### src/logic/lpsr_regs.svh
// Purpose: Timing counts for the pseudo-static memory host controller
// Assumes: 20 MHz clock, fastest speed grade figures
// Notes: Times in ns, cycle counts derived by rounding up minimums
`ifndef LPSR_REGS_SVH
`define LPSR_REGS_SVH
`define LPSR_CLK_NS 50
`define LPSR_CYC(ns) (((ns) + `LPSR_CLK_NS - 1) / `LPSR_CLK_NS)
`define LPSR_T_CE_NS 120
`define LPSR_T_P_NS 90
`define LPSR_T_CEA_NS 120
`define LPSR_T_OEL_NS 170
`define LPSR_T_RC_NS 280
`define LPSR_T_RDP_NS 50
`define LPSR_T_RP_NS 90
`define LPSR_T_AHC_NS 35
`define LPSR_T_WD_NS 60
`define LPSR_T_RDS_NS 40000
`define LPSR_T_RSR_NS 2000
`define LPSR_T_PWRUP_NS 2000000
`define LPSR_N_CE_DUMMY 8
`define LPSR_N_RF_DUMMY 64
`define LPSR_ROW_BITS 7
`endif

### src/logic/lpsr_pkg.sv
// Purpose: Types for the pseudo-static memory host controller
// Assumes: Nothing
// Notes: Host request and reply carriers
`default_nettype none
package lpsr_pkg;
	typedef enum logic [2:0] {
		LPSR_OP_READ,
		LPSR_OP_EARLY_WRITE,
		LPSR_OP_LATE_WRITE,
		LPSR_OP_EXT_REFRESH,
		LPSR_OP_PULSE_REFRESH,
		LPSR_OP_SELF_REFRESH,
		LPSR_OP_DESELECT
	} lpsr_op_t;
	typedef struct packed {
		lpsr_op_t op;
		logic [12:0] addr;
		logic [7:0] wdata;
		logic [31:0] hold_cycles;
	} lpsr_req_t;
	typedef struct packed {
		logic done;
		logic rvalid;
		logic [7:0] rdata;
	} lpsr_rsp_t;
endpackage
`default_nettype wire

### src/logic/lpsr_sync.sv
// Purpose: Three-stage input synchroniser for the data pins
// Assumes: Inputs come from another domain
// Notes: A change is taken once stages two and three agree
`default_nettype none
module lpsr_sync #(
	parameter int WIDTH = 8
) (
	input wire logic clk,
	input wire logic srst,
	input wire logic [WIDTH-1:0] din,
	output logic [WIDTH-1:0] dout
);
	logic [WIDTH-1:0] s1;
	logic [WIDTH-1:0] s2;
	logic [WIDTH-1:0] s3;
	always_ff @(posedge clk) begin
		if (srst) begin
			s1 <= '0;
			s2 <= '0;
			s3 <= '0;
		end else begin
			s1 <= din;
			s2 <= s1;
			s3 <= s2;
		end
	end
	genvar i;
	generate
		for (i = 0; i < WIDTH; i++) begin : g_bit
			always_ff @(posedge clk) begin
				if (srst)
					dout[i] <= 1'b0;
				else if (s2[i] == s3[i])
					dout[i] <= s3[i];
			end
		end
	endgenerate
endmodule
`default_nettype wire

### src/logic/lpsr_host.sv
// Purpose: Host controller driving an edge-latched 8K x 8 pseudo-static memory
// Assumes: 20 MHz clk, one request at a time, fastest speed grade
// Notes: Runs power-up init itself, then accepts read, write and refresh requests
// Notes on behaviour
// - Write-enable timing against chip enable picks early or late write.
// - Cycle type decodes from write and output enables with refresh high.
// - Host keeps refresh input high during normal reads and writes.
// - Host waits 2 us after leaving self refresh before any cycle.
// - After power-up wait 2 ms, then 8 enable and 64 refresh dummies.
// - Refresh dummies may precede or follow enable dummies; any cycle counts.
// - Enable activity ends 170 ns before a following pulse refresh.
// - Host waits 280 ns after a refresh strobe before chip-enable fall.
`include "lpsr_regs.svh"
`default_nettype none
module lpsr_host #(
	parameter int PWRUP_CYC = `LPSR_CYC(`LPSR_T_PWRUP_NS),
	parameter int SELF_CYC = `LPSR_CYC(`LPSR_T_RDS_NS)
) (
	input wire logic clk,
	input wire logic srst,
	input wire lpsr_pkg::lpsr_req_t req,
	input wire logic req_valid,
	output logic req_ready,
	output lpsr_pkg::lpsr_rsp_t rsp,
	output logic chip_enable_n,
	output logic chip_select,
	output logic write_enable_n,
	output logic output_enable_n,
	output logic refresh_strobe,
	output logic [12:0] word_addr,
	output logic [7:0] data_pins_out,
	output logic data_pins_oe,
	input wire logic [7:0] data_pins_in
);
	localparam int CE_CYC = `LPSR_CYC(`LPSR_T_CE_NS);
	localparam int P_CYC = `LPSR_CYC(`LPSR_T_P_NS);
	localparam int OEL_CYC = `LPSR_CYC(`LPSR_T_OEL_NS);
	localparam int RC_CYC = `LPSR_CYC(`LPSR_T_RC_NS);
	localparam int RDP_CYC = `LPSR_CYC(`LPSR_T_RDP_NS);
	localparam int RP_CYC = `LPSR_CYC(`LPSR_T_RP_NS);
	localparam int WD_CYC = `LPSR_CYC(`LPSR_T_WD_NS);
	localparam int RSR_CYC = `LPSR_CYC(`LPSR_T_RSR_NS);
	// Read sample waits access plus four cycles of synchroniser delay (three stages and the output register)
	localparam int RD_CYC = `LPSR_CYC(`LPSR_T_CEA_NS) + 4;

	typedef enum logic [3:0] {
		S_PWRUP, S_INIT, S_IDLE, S_CE_LOW, S_LATE_WE, S_CE_HIGH,
		S_RF_LOW, S_RF_HIGH, S_SELF, S_SELF_EXIT, S_DONE
	} lpsr_state_t;

	lpsr_state_t state;
	lpsr_pkg::lpsr_req_t cur;
	logic [31:0] cnt;
	logic [31:0] hold;
	logic [3:0] ce_dummies;
	logic [6:0] rf_dummies;
	logic init_done;
	logic last_was_ce;
	logic [7:0] rd_sync;

	lpsr_sync #(.WIDTH(8)) u_sync (
		.clk(clk),
		.srst(srst),
		.din(data_pins_in),
		.dout(rd_sync)
	);

	wire logic is_write = (cur.op == lpsr_pkg::LPSR_OP_EARLY_WRITE) ||
		(cur.op == lpsr_pkg::LPSR_OP_LATE_WRITE);
	wire logic ce_min_met = cnt >= 32'(CE_CYC) && cnt >= hold;
	// A pulse right after an enable cycle waits out the enable lead time first
	wire logic [31:0] rf_lead = last_was_ce ? 32'(OEL_CYC - P_CYC) : 32'h0000_0000;

	always_ff @(posedge clk) begin
		if (srst) begin
			state <= S_PWRUP;
			cnt <= '0;
			hold <= '0;
			cur <= '0;
			ce_dummies <= '0;
			rf_dummies <= '0;
			init_done <= 1'b0;
			last_was_ce <= 1'b0;
			req_ready <= 1'b0;
		end else begin
			cnt <= cnt + 32'd1;
			case (state)
			S_PWRUP: begin
				if (cnt >= 32'(PWRUP_CYC)) begin
					state <= S_INIT;
					cnt <= '0;
				end
			end
			S_INIT: begin
				// Refresh dummies first, then enable dummies as deselected cycles
				cnt <= '0;
				hold <= '0;
				if (rf_dummies < 7'(`LPSR_N_RF_DUMMY)) begin
					cur.op <= lpsr_pkg::LPSR_OP_PULSE_REFRESH;
					state <= S_RF_LOW;
				end else if (ce_dummies < 4'(`LPSR_N_CE_DUMMY)) begin
					cur.op <= lpsr_pkg::LPSR_OP_DESELECT;
					cur.addr <= '0;
					state <= S_CE_LOW;
				end else begin
					init_done <= 1'b1;
					req_ready <= 1'b1;
					state <= S_IDLE;
				end
			end
			S_IDLE: begin
				cnt <= '0;
				if (req_valid) begin
					req_ready <= 1'b0;
					cur <= req;
					hold <= req.hold_cycles;
					case (req.op)
					lpsr_pkg::LPSR_OP_PULSE_REFRESH,
					lpsr_pkg::LPSR_OP_SELF_REFRESH: state <= S_RF_LOW;
					default: state <= S_CE_LOW;
					endcase
				end
			end
			S_CE_LOW: begin
				if (cur.op == lpsr_pkg::LPSR_OP_LATE_WRITE && cnt == 32'(WD_CYC)) begin
					state <= S_LATE_WE;
				end else if (ce_min_met && cnt >= 32'(RD_CYC)) begin
					state <= S_CE_HIGH;
					cnt <= '0;
				end
			end
			S_LATE_WE: begin
				if (ce_min_met && cnt >= 32'(RD_CYC)) begin
					state <= S_CE_HIGH;
					cnt <= '0;
				end
			end
			S_CE_HIGH: begin
				// Precharge done by the device; we only wait it out
				if (cnt + 32'd1 >= 32'(P_CYC)) begin
					last_was_ce <= 1'b1;
					cnt <= '0;
					state <= init_done ? S_DONE : S_INIT;
					if (!init_done)
						ce_dummies <= ce_dummies + 4'd1;
				end
			end
			S_RF_LOW: begin
				// A pulse after an enable cycle waits the enable lead time
				if (cur.op == lpsr_pkg::LPSR_OP_SELF_REFRESH) begin
					if (cnt >= 32'(SELF_CYC) && cnt >= hold) begin
						state <= S_SELF_EXIT;
						cnt <= '0;
					end
				end else if (cnt >= 32'(RDP_CYC) + rf_lead) begin
					state <= S_RF_HIGH;
					cnt <= '0;
				end
			end
			S_RF_HIGH: begin
				if (cnt + 32'd1 >= 32'(RC_CYC > RP_CYC ? RC_CYC : RP_CYC)) begin
					last_was_ce <= 1'b0;
					cnt <= '0;
					if (!init_done)
						rf_dummies <= rf_dummies + 7'd1;
					state <= init_done ? S_DONE : S_INIT;
				end
			end
			S_SELF_EXIT: begin
				if (cnt + 32'd1 >= 32'(RSR_CYC)) begin
					state <= S_DONE;
					last_was_ce <= 1'b0;
				end
			end
			S_DONE: begin
				req_ready <= 1'b1;
				state <= S_IDLE;
			end
			default: state <= S_PWRUP;
			endcase
		end
	end

	// Pin drive; all outputs registered from the current state view
	always_ff @(posedge clk) begin
		if (srst) begin
			chip_enable_n <= 1'b1;
			chip_select <= 1'b0;
			write_enable_n <= 1'b1;
			output_enable_n <= 1'b1;
			refresh_strobe <= 1'b1;
			word_addr <= '0;
			data_pins_out <= '0;
			data_pins_oe <= 1'b0;
		end else begin
			refresh_strobe <= !((state == S_RF_LOW) &&
				!(cur.op == lpsr_pkg::LPSR_OP_PULSE_REFRESH && cnt < rf_lead));
			chip_enable_n <= !(state == S_CE_LOW || state == S_LATE_WE);
			if (state == S_IDLE || state == S_INIT) begin
				word_addr <= (state == S_IDLE) ? req.addr : 13'h0000;
				chip_select <= (state == S_IDLE) && req_valid &&
					req.op != lpsr_pkg::LPSR_OP_DESELECT;
				write_enable_n <= !(state == S_IDLE && req_valid &&
					req.op == lpsr_pkg::LPSR_OP_EARLY_WRITE);
				data_pins_out <= req.wdata;
				data_pins_oe <= (state == S_IDLE) && req_valid &&
					req.op == lpsr_pkg::LPSR_OP_EARLY_WRITE;
				output_enable_n <= !(state == S_IDLE && req_valid &&
					req.op == lpsr_pkg::LPSR_OP_READ);
			end else if (state == S_CE_LOW && cur.op == lpsr_pkg::LPSR_OP_LATE_WRITE &&
				cnt == 32'(WD_CYC)) begin
				write_enable_n <= 1'b0;
				data_pins_oe <= 1'b1;
			end else if (state == S_CE_HIGH) begin
				write_enable_n <= 1'b1;
				output_enable_n <= 1'b1;
				data_pins_oe <= 1'b0;
			end
		end
	end

	always_ff @(posedge clk) begin
		if (srst)
			rsp <= '0;
		else begin
			rsp.done <= (state == S_DONE);
			rsp.rvalid <= 1'b0;
			if (state == S_CE_LOW && cur.op == lpsr_pkg::LPSR_OP_READ && chip_select &&
				ce_min_met && cnt >= 32'(RD_CYC)) begin
				rsp.rvalid <= 1'b1;
				rsp.rdata <= rd_sync;
			end
		end
	end

	a_refresh_high_ce: assert property (@(posedge clk) disable iff (srst)
		!chip_enable_n |-> refresh_strobe)
		else $error("refresh strobe low during enable cycle");
	a_float_when_deselect: assert property (@(posedge clk) disable iff (srst)
		!chip_enable_n && !chip_select |-> !data_pins_oe)
		else $error("data driven while deselected");
	a_oe_we_excl: assert property (@(posedge clk) disable iff (srst)
		!output_enable_n |-> !data_pins_oe && write_enable_n)
		else $error("read and write overlap");
	a_ce_precharge: assert property (@(posedge clk) disable iff (srst)
		$rose(chip_enable_n) |-> chip_enable_n [*2])
		else $error("precharge too short");
	a_ce_width: assert property (@(posedge clk) disable iff (srst)
		$fell(chip_enable_n) |-> !chip_enable_n [*3])
		else $error("enable pulse too short");
	a_rf_to_ce: assert property (@(posedge clk) disable iff (srst)
		$rose(refresh_strobe) |-> chip_enable_n [*6])
		else $error("enable too soon after refresh");
	a_addr_stable: assert property (@(posedge clk) disable iff (srst)
		!chip_enable_n && !$past(chip_enable_n) |-> $stable(word_addr))
		else $error("address moved in cycle");
	a_init_ready: assert property (@(posedge clk) disable iff (srst)
		req_ready |-> init_done)
		else $error("ready before init");
	a_drive_on_write: assert property (@(posedge clk) disable iff (srst)
		data_pins_oe |-> is_write && chip_select)
		else $error("data driven outside a write");
	c_read: cover property (@(posedge clk) rsp.rvalid);
	c_late: cover property (@(posedge clk) state == S_LATE_WE);
	c_self: cover property (@(posedge clk) state == S_SELF_EXIT);
endmodule
`default_nettype wire

### config.mk
export PLATFORM = sky130hd
export DESIGN_NAME = lpsr_host
export DESIGN_NICKNAME = d
export VERILOG_FILES = /design/src/logic/lpsr_pkg.sv /design/src/logic/lpsr_sync.sv /design/src/logic/lpsr_host.sv
export VERILOG_INCLUDE_DIRS = /design/src /design/src/logic
export SDC_FILE = /design/constraint.sdc
export NUM_CORES = 1
export LEC_CHECK = 0
export ABC_AREA = 1
export BUFFER_PORTS_ARGS = -buffer_cell sky130_fd_sc_hd__buf_2
export CAP_MARGIN = 10
export CORE_MARGIN = 2
export CORE_UTILIZATION = 40
export DETAILED_ROUTE_END_ITERATION = 8
export SLEW_MARGIN = 15
export SYNTH_ARGS = -nofsm -noshare
export SYNTH_HDL_FRONTEND = slang
export SYNTH_SLANG_ARGS = --single-unit
export TNS_END_PERCENT = 5
### constraint.sdc
create_clock -name clk -period 5.7 [get_ports clk]
set_input_delay 0.57 -clock clk [delete_from_list [all_inputs] [get_ports clk]]
set_output_delay 0.57 -clock clk [all_outputs]
set_load 0.1 [all_outputs]
==> metrics.log <==
[metrics] critical path's slowest cell: nor2_4
[metrics] signal arrival time at the worst endpoint: 3.50 ns
[metrics] fin nets: 1409
[metrics] initial antenna violation count: 0
[metrics] clk slew on worst S/H paths: 0.08 ns
[metrics] Worst Setup Start Kind: register
[metrics] Final Hold Viols: 0
[metrics] Reg2Reg Depth: 16
[metrics] total CTS buffers: 17
[metrics] detailed placement HPWL: 15.3 mm
[metrics] Layout Area Growth over Synthesis: 17.5%
[metrics] starting density of the core: 41.1%
[metrics] routability cong.: 0.941
[metrics] most common cell in the synthesized netlist: nand2_1
[metrics] Congestion Overflow GR: 0
[metrics] total number of vias: 7662
[metrics] count of flip-flops with a built-in enable after synthesis: 0
[metrics] vias in the first global route: 7125
[metrics] Critical Path Sink Type: register
[metrics] Setup Crit Path Kind: reg -> reg
[metrics] Clock H-tree levels: 4
[metrics] design area: 9490 sq um
[metrics] summed instance area of the synthesized netlist: 8070 sq um
[metrics] Critical Path Max Stage Delay: 0.64 ns
[metrics] RR Endpoint: cnt[0]
[metrics] maximum number of buffers from clock root to sink: 2
[metrics] leading cell types by total area after synthesis: dfxtp_1, nand2_1, nor2_1, inv_1, a21oi_1
[metrics] quantity of hold-fixing buffers added after cts: 0
[metrics] worst min-delay path startpoint: data_pins_in[1]
[metrics] average wire length per cell after detail routing: 13.2 um
[metrics] reported max-cap violation count: 0
[metrics] most frequently used flop master after synthesis: dfxtp_1
[metrics] number of cells produced by synthesis: 1207
[metrics] Worst Path Max Fanout: 16
[metrics] count of antenna-violating nets left after detailed routing: 0
[metrics] number of warning messages in the yosys log: 0
[metrics] most numerous cell types in the synthesized netlist: nand2_1, nor2_1, inv_1
[metrics] Detailed Route Iter0 Violations: 519
[metrics] endpoint with the worst hold slack: u_sync.s1[1]
[metrics] fraction of layout instances using a drive strength above 1: 13.4%
[metrics] Worst Hold Path Cells: 3
[metrics] share of the clock period used by the worst path after layout: 56.2%
[metrics] placed cell area: 8840 sq um
[metrics] min cycle time layout: 3.21 ns
[metrics] timing-limited maximum frequency: 312 MHz
[metrics] required time reported for the critical path endpoint: 6.00 ns
[metrics] ant diodes: 0
[metrics] per-cell via count in the routed design: 4.85
[metrics] IO Port Bufs: 104
[metrics] Finish-stage setup viols: 0
[metrics] max_slew headroom: 33.9%
[metrics] post_cts resized: 0
[metrics] number of clock sinks: 154
[metrics] cell at the root of the clock tree: clkbuf_16
[metrics] pins over their slew limit: 0
[metrics] # Post-CTS Setup Buffers: 0
[metrics] average instance area after synthesis: 6.69 sq um
[metrics] sum of routed wire length over all layers: 20.9 mm
[metrics] run status: finished, final reports clean
[metrics] area enclosed by the die boundary: 21300 sq um
[metrics] worst min-delay path category: in -> reg
[metrics] floorplan row count: 51
[metrics] first-pass detailed-route iteration total: 5
[metrics] unrepaired setup endpoints after global routing: false
[metrics] clock network latency to the later pin of the worst-skew pair: 0.43 ns
[metrics] maximum VDD drop: 244 uV
[metrics] largest area contributor in the synthesized netlist: dfxtp_1
[metrics] post-synth cell types: 33
[metrics] setup slack of the most critical reg-to-reg path: 2.49 ns
[metrics] CTS tree: yes
[metrics] synthesized netlist net count: 1314
[metrics] Die H: 146 um
[metrics] Worst Clk Skew: 0.00991 ns
[metrics] area share of the largest cell type after synthesis: 38.2%
[metrics] Async SR Flop Fraction: 0%
[metrics] chip width: 146 um
[metrics] Total Routing Usage GR: 19.7%
[metrics] launch point of the worst reg-to-reg path: cnt[1]
[metrics] Boundary Pins: 105
[metrics] maximum number of pins on one net before global-route repair: 75
[metrics] post-synthesis register bit count: 154
[metrics] Post-Route Setup TNS: 0 ns
[metrics] wire length of the first global-routing pass: 34.4 mm
[metrics] transition time at the pin with the least slew margin: 0.992 ns
[metrics] chain of cells forming the critical path: ha_1 > nand2_2 > nor2_4 > nand2_2 > nor2_4 > nand2_1 > nand2_1 > nor2_1 > nand3_1 > nor2_1 > nand4_1 > nand2_1 > inv_2 > nand2_4 > nor2_4 > nor2_1
[metrics] Leak: 4.25 nW
[metrics] area of the core: 19700 sq um
[metrics] Residual DRC: 0
[metrics] sequential fraction of the synthesis area: 38.2%
[metrics] pwr dens: 425 nW/um^2
[metrics] layout filler cell count: 2110
routing by layer:
metal / up-vias / global-route usage, % / wire [um]
met1: 3378 / 25.6 / 9910
met5: - / 0 / 0
li1: 4056 / - / -
met3: 32 / 4.59 / 1050
met2: 196 / 32.7 / 9540
met4: 0 / 5.97 / 384
power breakdown:
part,switching (W),internal [W],total [W]
Combinational,0.00109,0.000372,0.00146
Sequential,0.0000986,0.00126,0.00136
Clock,0.000561,0.000646,0.00121
kinds of logic (layout without fill, tap and decap cells):
group	Yosys count	in the layout	share of synthesized area (%)
compound gates	211	211	13.5
xor+xnor	10	10	1.08
fa+ha+maj	40	40	6.20
buf+inv	203	311	9.58
flops	154	154	38.2
simple gates	589	589	31.5
critical path, delay by kind of cell, from the launching register on:
kind	cells	cell delay (ns)
adder cells (fa/ha/maj)	1	0.34
flip-flops	1	0.49
AND/OR/NAND/NOR	14	2.18
buffers and inverters	1	0.08
stage by stage:
stage	power, W	setup WS [ns]	hold slack [ns]	utilization [%]	std cells
2_1_floorplan	0.00251	3.32	0.388	-	1207
3_3_place_gp	0.00284	2.61	0.389	45.0	1548
3_5_place_dp	0.00285	2.51	0.394	45.0	1548
4_1_cts	0.00408	2.49	0.313	48.3	1580
5_1_grt	0.00433	2.21	0.315	48.3	1580
6_report	0.00403	2.49	0.330	48.3	1580
flip-flops by register name (all words and copies together), names as in the netlist:
| signal | cells |
|---|---|
| output_enable_n | 1 |
| req_ready | 1 |
| init_done | 1 |
| chip_enable_n | 1 |
| write_enable_n | 1 |
| cur | 3 |
| refresh_strobe | 1 |
| word_addr | 13 |
| hold | 32 |
| rf_dummies | 7 |
| u_sync.dout | 8 |
| cnt | 32 |
| u_sync.s1 | 8 |
| last_was_ce | 1 |
| state | 4 |
| chip_select | 1 |
| data_pins_oe | 1 |
| rsp | 10 |
| ce_dummies | 4 |
| u_sync.s2 | 8 |
| data_pins_out | 8 |
| u_sync.s3 | 8 |
worst max-delay path by stage:
stage	depth (start not counted)	end	from
after floorplan	17	cnt[10]	cnt[1]
after detailed placement	16	cnt[0]	cnt[1]
after CTS	16	cnt[0]	cnt[1]
after global routing	15	cnt[1]	cnt[7]
after global placement	15	cnt[3]	cnt[7]
final	16	cnt[0]	cnt[1]
cell usage in the layout, fill, tap and decap left out, drive strengths merged:
cell     count
o41ai        1
o21ai       94
o31ai        2
a221oi       2
nor4         2
a21o         1
a31oi        1
a21oi      107
nor3        12
clkbuf      17
a2111oi      1
ha          40
xnor2        4
dfxtp      154
nand2      288
and2         3
inv        175
clkinv       9
o32ai        1
bufinv       1
a211oi       1
nand4       25
nand3       58
xor2         6
nor2       201
buf        109
area by class of cell:
type | instances | area [sq um] | area share (%)
multi-input combinational | 850 | 4230 | 44.6
sequential | 154 | 3080 | 32.5
clock buffer | 17 | 425 | 4.48
clock inverter | 15 | 223 | 2.35
timing repair buffer | 109 | 558 | 5.88
tap | 265 | 332 | 3.50
inverter | 170 | 638 | 6.73
Note: power is estimated with default switching activity, not from simulation.
